`src/dcssi_pkg.sv`:
```
// Constants, timing counts and carrier types of the dual-channel safe stop input
`default_nettype none
package dcssi_pkg;
    // Clock and time base
    localparam int unsigned CLK_PERIOD_NS  = 25;
    localparam int unsigned NS_PER_MS      = 1000000;
    localparam int unsigned CLKS_PER_MS    = NS_PER_MS / CLK_PERIOD_NS;
    // Test pulse filter: dark periods below this are ignored
    localparam int unsigned TEST_PULSE_MS  = 1;
    localparam int unsigned FILTER_CYCLES  = (TEST_PULSE_MS * NS_PER_MS + CLK_PERIOD_NS - 1) / CLK_PERIOD_NS;
    // Input structure
    localparam int unsigned MAX_UNITS      = 8;
    localparam int unsigned DI_COUNT       = 8;
    localparam int unsigned SRC_W          = 3;
    localparam int unsigned MS_W           = 16;
    localparam int unsigned UNITS_W        = 4;
    // Selection polarity: low selects, high deselects
    localparam logic        SEL_LEVEL      = 1'b0;
    // Response time multipliers of the monitoring cycle, and added terms in ms
    localparam int unsigned STO_MAX_MULT   = 4;
    localparam int unsigned SBC_MAX_MULT   = 8;
    localparam int unsigned SS1_EXTRA_MS   = 2;
    localparam int unsigned BUS_TERM_DEF_MS = 1;
    // Reset values
    localparam logic [MS_W-1:0] TIMER_RESET = 16'h0000;

    typedef enum logic [1:0] {
        DCSSI_RUN  = 2'b00,
        DCSSI_RAMP = 2'b01,
        DCSSI_STO  = 2'b10
    } dcssi_stop_e;

    typedef struct packed {
        logic [MS_W-1:0]    cu_changeover_tolerance;
        logic [MS_W-1:0]    mm_changeover_tolerance;
        logic [MS_W-1:0]    ss1_delay_ms;
        logic [MS_W-1:0]    safety_monitor_cycle;
        logic [MS_W-1:0]    io_sampling_time;
        logic [MS_W-1:0]    safety_bus_cycle;
        logic               isochronous_master;
        logic               sbc_enable;
        logic [UNITS_W-1:0] parallel_unit_count;
    } dcssi_cfg_s;

    typedef struct packed {
        logic            safe_torque_off;
        logic            pulses_enabled;
        logic            fast_stop_ramp;
        logic            brake_release;
        logic            cu_discrepancy_fault;
        logic            mm_discrepancy_fault;
        logic            stop_f;
        logic [MS_W-1:0] sto_worst_ms;
        logic [MS_W-1:0] bus_cycle_term;
    } dcssi_status_s;
endpackage
`default_nettype wire

```
`src/dcssi_input_filter.sv`:
```
// Test pulse filter for one safe stop selection input
`default_nettype none
module dcssi_input_filter #(
    parameter int unsigned CYCLES = dcssi_pkg::FILTER_CYCLES
) (
    input  wire logic sys_clk,
    input  wire logic rst,
    input  wire logic ce,
    input  wire logic raw,
    output logic      filt_q
);
    localparam int unsigned CW = $clog2(CYCLES + 1);

    logic [CW-1:0] low_cnt_q;

    // Length of the current dark period, saturating
    always_ff @(posedge sys_clk)
    begin
        if (rst)
            low_cnt_q <= '0;
        else if (ce)
        begin
            if (raw)
                low_cnt_q <= '0;
            else if (low_cnt_q != CW'(CYCLES))
                low_cnt_q <= low_cnt_q + 1'b1;
        end
    end

    // Low passes only after a full filter time; high passes at once
    always_ff @(posedge sys_clk)
    begin
        if (rst)
            filt_q <= 1'b1;
        else if (ce)
        begin
            if (raw)
                filt_q <= 1'b1;
            else if (low_cnt_q == CW'(CYCLES - 1))
                filt_q <= 1'b0;
        end
    end

    short_pulse_a: assert property (@(posedge sys_clk) disable iff (rst)
        $fell(filt_q) |-> ($past(low_cnt_q) == CW'(CYCLES - 1)) && !$past(raw))
        else $error("Selection passed before the filter time");
endmodule
`default_nettype wire

```
`src/dcssi_safe_stop.sv`:
```
// Dual-channel selection, discrepancy check and stop sequencing for one drive
`default_nettype none
module dcssi_safe_stop #(
    parameter int unsigned CLKS_PER_MS   = dcssi_pkg::CLKS_PER_MS,
    parameter int unsigned FILTER_CYCLES = dcssi_pkg::FILTER_CYCLES
) (
    input  wire logic                                                    sys_clk,
    input  wire logic                                                    rst,
    input  wire logic                                                    ce,
    input  wire logic [dcssi_pkg::DI_COUNT-1:0]                          di,
    input  wire logic [dcssi_pkg::MAX_UNITS-1:0][dcssi_pkg::SRC_W-1:0]   first_path_source,
    input  wire logic                                                    pulse_enable_terminal,
    input  wire logic                                                    bus_select_n,
    input  wire logic                                                    fault_ack,
    input  wire dcssi_pkg::dcssi_cfg_s                                   cfg,
    output dcssi_pkg::dcssi_status_s                                     status
);
    localparam int unsigned TW = $clog2(CLKS_PER_MS + 1);

    // AND of the first-path sources of the active parallel units
    function automatic logic first_path_and(
        input logic [dcssi_pkg::DI_COUNT-1:0]                        in_di,
        input logic [dcssi_pkg::MAX_UNITS-1:0][dcssi_pkg::SRC_W-1:0] src,
        input logic [dcssi_pkg::UNITS_W-1:0]                         units
    );
        logic r;
        r = 1'b1;
        for (int i = 0; i < dcssi_pkg::MAX_UNITS; i++)
        begin
            if ((i == 0) || (dcssi_pkg::UNITS_W'(i) < units))
                r = r & in_di[src[i]];
        end
        return r;
    endfunction

    // Discrepancy counter has reached a tolerance
    function automatic logic tol_expired(
        input logic [dcssi_pkg::MS_W-1:0] cnt,
        input logic [dcssi_pkg::MS_W-1:0] tol
    );
        return cnt >= tol;
    endfunction

    // Bus term of the worst-case response: bus cycle or default
    function automatic logic [dcssi_pkg::MS_W-1:0] bus_term(
        input logic                       iso,
        input logic [dcssi_pkg::MS_W-1:0] cyc
    );
        return iso ? cyc : dcssi_pkg::MS_W'(dcssi_pkg::BUS_TERM_DEF_MS);
    endfunction

    logic                           cu_raw;
    logic                           cu_filt;
    logic                           mm_filt;
    logic                           selected;
    logic                           disagree;
    logic [TW-1:0]                  tick_cnt_q;
    logic                           ms_tick;
    logic [dcssi_pkg::MS_W-1:0]     disc_cnt_q;
    logic [dcssi_pkg::MS_W-1:0]     ramp_cnt_q;
    logic                           cu_fault_q;
    logic                           mm_fault_q;
    logic                           sto_q;
    logic                           ramp_q;
    logic                           brake_release_q;
    logic [dcssi_pkg::MS_W-1:0]     sto_worst_q;
    logic [dcssi_pkg::MS_W-1:0]     bus_term_q;
    dcssi_pkg::dcssi_stop_e         state_q;
    dcssi_pkg::dcssi_stop_e         state_d;

    // First path: chosen inputs, ANDed over the parallel units
    assign cu_raw = first_path_and(di, first_path_source, cfg.parallel_unit_count);

    // Both channels pass a test pulse filter
    dcssi_input_filter #(
        .CYCLES (FILTER_CYCLES)
    ) u_cu_filter (
        .sys_clk (sys_clk),
        .rst     (rst),
        .ce      (ce),
        .raw     (cu_raw),
        .filt_q  (cu_filt)
    );

    dcssi_input_filter #(
        .CYCLES (FILTER_CYCLES)
    ) u_mm_filter (
        .sys_clk (sys_clk),
        .rst     (rst),
        .ce      (ce),
        .raw     (pulse_enable_terminal),
        .filt_q  (mm_filt)
    );

    // Either channel selects on its own; the bus path acts in the stop sequence
    assign selected = (cu_filt == dcssi_pkg::SEL_LEVEL) || (mm_filt == dcssi_pkg::SEL_LEVEL);
    assign disagree = cu_filt != mm_filt;

    // Millisecond time base
    always_ff @(posedge sys_clk)
    begin
        if (rst)
            tick_cnt_q <= '0;
        else if (ce)
            tick_cnt_q <= ms_tick ? '0 : tick_cnt_q + 1'b1;
    end

    assign ms_tick = tick_cnt_q == TW'(CLKS_PER_MS - 1);

    // Discrepancy timer from the first edge until both channels agree
    always_ff @(posedge sys_clk)
    begin
        if (rst)
            disc_cnt_q <= dcssi_pkg::TIMER_RESET;
        else if (ce)
        begin
            if (!disagree)
                disc_cnt_q <= dcssi_pkg::TIMER_RESET;
            else if (ms_tick && (disc_cnt_q != '1))
                disc_cnt_q <= disc_cnt_q + 1'b1;
        end
    end

    // Sticky discrepancy faults per unit; a new expiry wins over the ack
    always_ff @(posedge sys_clk)
    begin
        if (rst)
        begin
            cu_fault_q <= 1'b0;
            mm_fault_q <= 1'b0;
        end
        else if (ce)
        begin
            if (disagree && tol_expired(disc_cnt_q, cfg.cu_changeover_tolerance))
                cu_fault_q <= 1'b1;
            else if (fault_ack && !disagree)
                cu_fault_q <= 1'b0;
            if (disagree && tol_expired(disc_cnt_q, cfg.mm_changeover_tolerance))
                mm_fault_q <= 1'b1;
            else if (fault_ack && !disagree)
                mm_fault_q <= 1'b0;
        end
    end

    // Stop sequence: ramp with delay, or torque off directly
    always_comb
    begin
        state_d = state_q;
        case (state_q)
            dcssi_pkg::DCSSI_RUN:
            begin
                if (!bus_select_n)
                    state_d = dcssi_pkg::DCSSI_STO;
                else if (selected && (cfg.ss1_delay_ms != '0))
                    state_d = dcssi_pkg::DCSSI_RAMP;
                else if (selected)
                    state_d = dcssi_pkg::DCSSI_STO;
            end
            dcssi_pkg::DCSSI_RAMP:
            begin
                if (!bus_select_n || (ms_tick && (ramp_cnt_q <= 16'h0001)))
                    state_d = dcssi_pkg::DCSSI_STO;
            end
            dcssi_pkg::DCSSI_STO:
            begin
                if (!selected && bus_select_n)
                    state_d = dcssi_pkg::DCSSI_RUN;
            end
            default:
                state_d = dcssi_pkg::DCSSI_STO;
        endcase
    end

    always_ff @(posedge sys_clk)
    begin
        if (rst)
            state_q <= dcssi_pkg::DCSSI_STO;
        else if (ce)
            state_q <= state_d;
    end

    // Stop one delay, loaded on selection and run down regardless
    always_ff @(posedge sys_clk)
    begin
        if (rst)
            ramp_cnt_q <= dcssi_pkg::TIMER_RESET;
        else if (ce)
        begin
            if (state_q != dcssi_pkg::DCSSI_RAMP)
                ramp_cnt_q <= cfg.ss1_delay_ms;
            else if (ms_tick && (ramp_cnt_q != '0))
                ramp_cnt_q <= ramp_cnt_q - 1'b1;
        end
    end

    // Registered outputs follow the next state of this drive only
    always_ff @(posedge sys_clk)
    begin
        if (rst)
        begin
            sto_q           <= 1'b1;
            ramp_q          <= 1'b0;
            brake_release_q <= 1'b0;
        end
        else if (ce)
        begin
            sto_q           <= state_d == dcssi_pkg::DCSSI_STO;
            ramp_q          <= state_d == dcssi_pkg::DCSSI_RAMP;
            brake_release_q <= !(cfg.sbc_enable && (state_d == dcssi_pkg::DCSSI_STO));
        end
    end

    // Response bounds reported for this configuration
    always_ff @(posedge sys_clk)
    begin
        if (rst)
        begin
            sto_worst_q <= dcssi_pkg::TIMER_RESET;
            bus_term_q  <= dcssi_pkg::TIMER_RESET;
        end
        else if (ce)
        begin
            sto_worst_q <= dcssi_pkg::MS_W'(dcssi_pkg::STO_MAX_MULT * cfg.safety_monitor_cycle
                           + cfg.io_sampling_time);
            bus_term_q  <= bus_term(cfg.isochronous_master, cfg.safety_bus_cycle);
        end
    end

    assign status.safe_torque_off      = sto_q;
    assign status.pulses_enabled       = !sto_q;
    assign status.fast_stop_ramp       = ramp_q;
    assign status.brake_release        = brake_release_q;
    assign status.cu_discrepancy_fault = cu_fault_q;
    assign status.mm_discrepancy_fault = mm_fault_q;
    assign status.stop_f               = cu_fault_q || mm_fault_q;
    assign status.sto_worst_ms         = sto_worst_q;
    assign status.bus_cycle_term       = bus_term_q;

    one_channel_a: assert property (@(posedge sys_clk) disable iff (rst)
        (ce && (state_q == dcssi_pkg::DCSSI_RUN) && selected && (cfg.ss1_delay_ms == '0)) |=> sto_q)
        else $error("Single channel selection did not cancel pulses");

    deselect_run_a: assert property (@(posedge sys_clk) disable iff (rst)
        (ce && (state_q == dcssi_pkg::DCSSI_STO) && cu_filt && mm_filt && bus_select_n) |=> !sto_q)
        else $error("Both channels high did not deselect");

    fault_cause_a: assert property (@(posedge sys_clk) disable iff (rst)
        $rose(cu_fault_q) |-> $past(disagree) && ($past(disc_cnt_q) >= $past(cfg.cu_changeover_tolerance)))
        else $error("Control-unit fault without expired discrepancy");

    fault_sticky_a: assert property (@(posedge sys_clk) disable iff (rst)
        (mm_fault_q && (!fault_ack || disagree)) |=> mm_fault_q)
        else $error("Discrepancy fault cleared without ack");

    timer_clear_a: assert property (@(posedge sys_clk) disable iff (rst)
        (ce && !disagree) |=> (disc_cnt_q == '0))
        else $error("Discrepancy timer not cleared on agreement");

    and_units_a: assert property (@(posedge sys_clk) disable iff (rst)
        ((cfg.parallel_unit_count >= 4'h2) && !di[first_path_source[1]]) |-> !cu_raw)
        else $error("Second parallel unit input not in the AND");

    ramp_outputs_a: assert property (@(posedge sys_clk) disable iff (rst)
        (state_q == dcssi_pkg::DCSSI_RAMP) |-> ramp_q && !sto_q)
        else $error("Ramp state without ramp output");

    ramp_expiry_a: assert property (@(posedge sys_clk) disable iff (rst)
        (ce && (state_q == dcssi_pkg::DCSSI_RAMP) && ms_tick && (ramp_cnt_q <= 16'h0001))
        |=> sto_q && (state_q == dcssi_pkg::DCSSI_STO))
        else $error("Stop one delay expiry did not enter torque off");

    brake_apply_a: assert property (@(posedge sys_clk) disable iff (rst)
        (sto_q && $past(cfg.sbc_enable) && $past(ce)) |-> !brake_release_q)
        else $error("Brake released during torque off");

    bus_select_a: assert property (@(posedge sys_clk) disable iff (rst)
        (ce && !bus_select_n) |=> sto_q)
        else $error("Bus selection did not cancel pulses");
endmodule
`default_nettype wire

```
`config.mk`:
```
export PLATFORM = sky130hd
export DESIGN_NAME = dcssi_safe_stop
export DESIGN_NICKNAME = d
export VERILOG_FILES = /design/src/dcssi_pkg.sv /design/src/dcssi_input_filter.sv /design/src/dcssi_safe_stop.sv
export SDC_FILE = /design/constraint.sdc
export NUM_CORES = 1
export LEC_CHECK = 0
export ABC_CLOCK_PERIOD_IN_PS = 6150
export BUFFER_PORTS_ARGS = -buffer_cell sky130_fd_sc_hd__clkbuf_2
export CAP_MARGIN = 40
export CORE_MARGIN = 2
export CORE_UTILIZATION = 35
export DETAILED_ROUTE_END_ITERATION = 12
export PLACE_DENSITY_LB_ADDON = 0.05
export SKIP_CTS_REPAIR_TIMING = 1
export SLEW_MARGIN = 25
export SYNTH_ARGS = -nofsm -noshare
export SYNTH_HDL_FRONTEND = slang
export SYNTH_HIERARCHICAL = 1
export SYNTH_SLANG_ARGS = --single-unit
```
`constraint.sdc`:
```
create_clock -name sys_clk -period 6.15 [get_ports sys_clk]
set_clock_uncertainty 0.2 [all_clocks]
set_input_delay 0.9225 -clock sys_clk [delete_from_list [all_inputs] [get_ports sys_clk]]
set_output_delay 0.9225 -clock sys_clk [all_outputs]
set_load 0.02 [all_outputs]
```
==> metrics, run 1 <==
Die Area=24440 µm²; Clock Path Buffers=2; Power Dens Cells=220.3 nW/µm²; setup TNS=0 ps; vias in the first global route=7331; Final GP Congestion=0.7742; largest family of logic cells by synthesized area=simple AND/OR/NAND/NOR gates; Largest stage delay, worst path=480 ps; post-synth top area share=0.2982; Final HPWL DP=16640 µm; most frequent cells in the layout=clkbuf_2, dfxtp_1, nor2_1, inv_1, nand2_1; commonest non-fill, non-tap cell in the layout=clkbuf_2; status=complete, no violations; Synth cell types=76; CP cell instances=clkbuf_2 > mux4_2 > mux2_2 > o22ai_1 > nor4_1 > nor2_1 > a211oi_2 > buf_4 > nor4bb_1 > nand4b_1 > nand4_1 > o221ai_1; total CTS buffers=17; crit share post-route=0.5843; Worst setup SP type=input pin; post-synth top area cell=dfxtp_1; Rows=55; share of cells above drive strength 1=0.2244; post-synthesis cell count=973; post-synthesis simple-gate area fraction=0.2540; Adder-Cell Fraction of Synth Area=0.08718; antenna violations before repair=0; RSZ-0062 raised after global routing=false; final worst setup slack=2556 ps; worst slack at placement=2163 ps; Ports=179; Leakage Power=0.004060 µW; Post-layout nets=1324; Avg Inst Size Synth=8.348 µm²; area delta synth->final=20.67%; Synth Flop Type=dfxtp_1; CTS tree=done; Hold Slack=259.7 ps; Area contributors post-synth=dfxtp_1, ha_1, nor2_1, mux4_2, inv_1; initial core utilization=0.3577; Die Span Y=156.3 µm; CTS Sinks=121; slowest CP cell=nand4b_1; post-synthesis mux area share=0.06947; core area=22710 µm²; Clk Latency, worst-skew pair=410 ps; post-synthesis sequential area ratio=0.2982; Hold Path Class=flip-flop to flip-flop; Peak Freq=278.3 MHz; buffers added on ports=176; Final setup viols=0; CP bufs+invs=2; worst path required time=6230 ps; Worst Setup End Kind=flip-flop; total track usage=0.1893; vias per cell=5.396; max-cap violations=0; DRT antenna net count=0; Setup Crit Path Kind=input pin to flip-flop; fin. max-slew vios=0; Fin. Hold Viols=0; Yosys reg bits=121; Rel. slew slack=0.5172; measured slew at the worst slew-check pin=712.9 ps; DR iter-0 viols=388; ys async rst share=0; DR vias=7694; crit path DAT=3670 ps; crit path time final=3594 ps; diodes inserted=0; Final Power=2160 µW; Post-synth EDFFs=0; Die Wd=156.3 µm; Max VDD drop=0.0001812 V; Mapped Area=8123 µm²; clk root buf=clkbuf_16; drt drc=0; first-pass GRT wire length=37410 µm; Routed WL=22780 µm; Worst-path clk slew=60 ps; Synth Area in Compound Gates=0.1981; Syn Nets=1169; drt pass-1 iters=5; total gr overflow=0; H-tree levels=4; wire per inst=15.97 µm; Yosys warning total=6; pin count of the biggest net entering global routing=52; xor-xnor portion of the synthesized cell area=0.03666; crit-path max FO=23; CP delay by family, top=simple AND/OR/NAND/NOR gates
## cell usage after synthesis, types with 6 or more instances
library cell and instances:
dfxtp_1 121, a211oi_1 17, nor4_1 18, nand4b_1 6, a32o_1 13, nand4_1 26, nand3_1 41, and3_1 14
o22ai_1 10, clkbuf_1 32, a21oi_1 48, inv_1 66, a22oi_1 18, mux2i_1 17, or3_1 12, o211ai_1 14
o21bai_1 6, buf_1 8, xor2_1 10, nand2_1 64, xnor2_1 24, ha_1 55, a21o_1 8, nor2b_1 8
nor2_1 107, o21ai_0 29, nand2b_1 14, o41ai_1 6, mux4_2 16, nor3_1 30
## metal layers
layer | GRT usage | wire, µm | vias up
met5 | 0 | 0 | -
met4 | 0.04194 | 141 | 0
met3 | 0.04736 | 1311 | 8
met2 | 0.2912 | 10060 | 166
met1 | 0.2670 | 11270 | 3567
li1 | - | - | 3953
## worst paths after layout
path	from	endpoint	slack, ps	cells past startpoint
max	di[7]	u_cu_filter/low_cnt_q[13]$_SDFFE_PP0P_	2560	12
min	sto_worst_q[10]$_SDFFE_PP0P_	sto_worst_q[10]$_SDFFE_PP0P_	260	2
min reg2reg	sto_worst_q[10]$_SDFFE_PP0P_	sto_worst_q[10]$_SDFFE_PP0P_	260	2
max reg2reg	tick_cnt_q[0]$_SDFFE_PP0P_	ramp_cnt_q[7]$_SDFFE_PP0P_	3440	7
## sequential cells by signal (all words and copies together) (netlist names), 2 cells and up
| name | count |
|---|---|
| bus_term_q | 16 |
| disc_cnt_q | 16 |
| ramp_cnt_q | 16 |
| state_q | 2 |
| sto_worst_q | 16 |
| tick_cnt_q | 16 |
| u_cu_filter/low_cnt_q | 16 |
| u_mm_filter/low_cnt_q | 16 |
## tightest hold or removal path, stage by stage (launching register included)
cell     delay (ps)
dfxtp_1         330
nand2_1          40
o21ai_0          50
## report_power, final
group	switching (µW)	total, µW	internal [µW]
combinational	193	335	142
clock	423	996	573
sequential	18.8	829	810
## area by class of cell
type	count	area, µm²
Fill cell	2374	12910
Multi-Input combinational cell	739	5251
Sequential cell	121	2422
Timing Repair Buffer	183	943.4
Clock buffer	17	425.4
Tap cell	285	356.6
Inverter	66	247.7
Clock inverter	15	155.1
## cells by family after synthesis
| group | Yosys count |
|---|---|
| AO/OA/AOI/OAI | 225 |
| XOR/XNOR | 34 |
| adder cells (fa/ha/maj) | 56 |
| buffers and inverters | 113 |
| flip-flops | 121 |
| multiplexers | 36 |
| AND/OR/NAND/NOR | 388 |
## per-stage QoR
step                        util  instance area, µm²  cells
after floorplan                -                8123    973
after global routing      0.4316                9802   1426
after CTS                 0.4316                9802   1426
after detailed placement  0.4061                9221   1394
final                     0.4316                9802   1426
after global placement    0.4052                9203   1393
(Power assumes the default switching activity.)
==> run 2: changes to the inputs <==
Settings changed: ABC_CLOCK_PERIOD_IN_PS 6150 to 3000.
Clock period 6.15 ns to 3 ns, I/O delays scaled along.
==> metrics, run 2 (same netlist as run 1, synthesis figures left out) <==
Fin. Hold Viols=0 (unchanged); worst reg2reg endpoint=ramp_cnt_q[7]$_SDFFE_PP0P_; first-pass GRT wire length=39220 µm (+4.8%); CTS tree=done; DRT antenna net count=0 (unchanged); setup TNS=0 ps (unchanged); RSZ-0062 raised after global routing=false; Hold Path Depth=3 (+1); Hold Path Class=input pin to flip-flop; Die Span Y=156.3 µm (unchanged); diodes inserted=0 (unchanged); DR iter-0 viols=319 (-18%); drt drc=0 (unchanged); Setup Crit Path Kind=input pin to flip-flop; Power Dens Cells=479.7 nW/µm² (+120%); Routed WL=23610 µm (+3.6%); pin count of the biggest net entering global routing=51 (-1.9%); Hold Slack=59.80 ps (-199.9 ps); commonest non-fill, non-tap cell in the layout=clkbuf_2; clk root buf=clkbuf_16; crit-path max FO=5 (-78%); Die Area=24440 µm² (unchanged); vias in the first global route=7579 (+3.4%); vias per cell=5.434 (+0.72%); core area=22710 µm² (unchanged); Worst Setup End Kind=flip-flop; crit path DAT=2940 ps (-730 ps); CP startpoint=first_path_source[12]; Leakage Power=0.004239 µW (+4.4%); crit path time final=2835 ps; CTS Sinks=121 (unchanged); status=complete, no violations; DR vias=7885 (+2.5%); fill count=2300 (-3.1%); Final HPWL DP=17610 µm (+5.8%); Clk Latency, worst-skew pair=420 ps (about the same); fin. max-slew vios=0 (unchanged); Max VDD drop=0.0003248 V (+79%); buffers added on ports=176 (unchanged); met3 GRT Util=0.05179 (+0.004431); crit share post-route=0.9449; CP delay by family, top=simple AND/OR/NAND/NOR gates; measured slew at the worst slew-check pin=716.0 ps (+3.114 ps); Hold Crit Endpoint=bus_term_q[8]$_SDFFE_PP0P_; share of cells above drive strength 1=0.2410 (+0.01663); Largest stage delay, worst path=500 ps (+20 ps); Clock Path Buffers=2 (unchanged); slowest CP cell=mux4_2; design area=10120 µm² (+3.2%); GR Layer Usage met2=0.2987 (+0.007552); total CTS buffers=17 (unchanged); area delta synth->final=24.57%; Worst setup SP type=input pin; CP bufs+invs=1 (-1); R2R cell count=7 (unchanged); M1 GR Usage=0.2804 (+0.01337); most frequent cells in the layout=clkbuf_2, dfxtp_1, nor2_1, inv_1, nand2_1; H-tree levels=4 (unchanged); CP cell instances=clkbuf_2 > mux4_2 > mux2_2 > o22ai_1 > nor4_1 > nor2_1 > a211oi_2 > nor4bb_1 > and4b_1 > nor3_2 > a32o_1; r2r startpoint=tick_cnt_q[0]$_SDFFE_PP0P_; drt pass-1 iters=5 (unchanged); total track usage=0.1970 (+0.007775); Final setup viols=0 (unchanged); Ports=179 (unchanged); max-cap violations=0 (unchanged); Rows=55 (unchanged); R2R setup slack=310 ps (-3130 ps); Post-layout nets=1349 (+1.9%); total gr overflow=0 (unchanged); worst path required time=3110 ps (-3120 ps); initial core utilization=0.3577 (unchanged); Final GP Congestion=0.7994 (+3.3%); Worst-path clk slew=60 ps (about the same); wire per inst=16.27 µm (+1.8%); Rel. slew slack=0.5151 (-0.002109); antenna violations before repair=1 (+1); Die Wd=156.3 µm (unchanged); dpl cell area=9427 µm² (+2.2%); GRT Max-Usage Layer=met2; Peak Freq=352.8 MHz; Worst Min Path Start=cfg[14]
-- run 2: changes by cell type in the layout (fill, tap and decap cells not counted), sizes merged --
cell	previous run	this run
buf	9	34
inv	76	68
bufinv	1	6
clkbuf	191	193
clkinv	2	3
-- run 2: area by class of cell --
class	count	area [µm²]	share of cell area
clock buffer	19	452.9	0.04476
clock inverter	13	239.0	0.02362
inverter	66	247.7	0.02448
sequential	121	2422	0.2394
tap	285	356.6	0.03524
multi-input combinational	739	5251	0.5190
timing repair buffer	208	1149	0.1135
-- run 2: routing by layer --
layer / part of all wire / up-vias / routed length (µm)
met5: 0.00064 / - / 15
met2: 0.43 / 193 / 10260
met1: 0.50 / 3678 / 11770
met3: 0.057 / 12 / 1356
li1: - / 4000 / -
met4: 0.0083 / 2 / 197
-- run 2: power breakdown --
| part | leakage (µW) | total [µW] | internal (µW) | switching (µW) |
|---|---|---|---|---|
| Combinational | 0.00292 | 709 | 307 | 402 |
| Sequential | 0.000985 | 1700 | 1660 | 41.4 |
| Clock | 0.000330 | 2440 | 1610 | 829 |
| Total | 0.00424 | 4850 | 3580 | 1270 |
-- run 2: stage by stage --
stage	setup slack [ps]	power, µW	instances	util
floorplan	219.8	2169	973	-
CTS	170.7	4910	1451	0.4456
global placement	-208.0	2446	1419	0.4149
global route	40.87	5068	1451	0.4456
detailed placement	-216.7	2447	1419	0.4151
finish	165.3	4853	1451	0.4456
-- run 2: worst register-to-register path: stages, from the launching register on --
cell and delay, ps:
dfxtp_1 370, ha_1 220, nand4bb_1 190, or4_4 610, a31oi_2 290, o21ai_2 180, and3b_1 210, a311o_1 300
-- run 2: worst max path at each step --
stage / end / slack (ps) / cells past startpoint
after floorplan: u_cu_filter/low_cnt_q[5]$_SDFFE_PP0P_ / 220 / 11
after global placement: u_cu_filter/low_cnt_q[5]$_SDFFE_PP0P_ / -210 / 11
after detailed placement: u_cu_filter/low_cnt_q[5]$_SDFFE_PP0P_ / -220 / 11
after CTS: u_cu_filter/low_cnt_q[5]$_SDFFE_PP0P_ / 170 / 11
after global routing: u_cu_filter/low_cnt_q[5]$_SDFFE_PP0P_ / 40 / 11
final: u_cu_filter/low_cnt_q[5]$_SDFFE_PP0P_ / 170 / 11
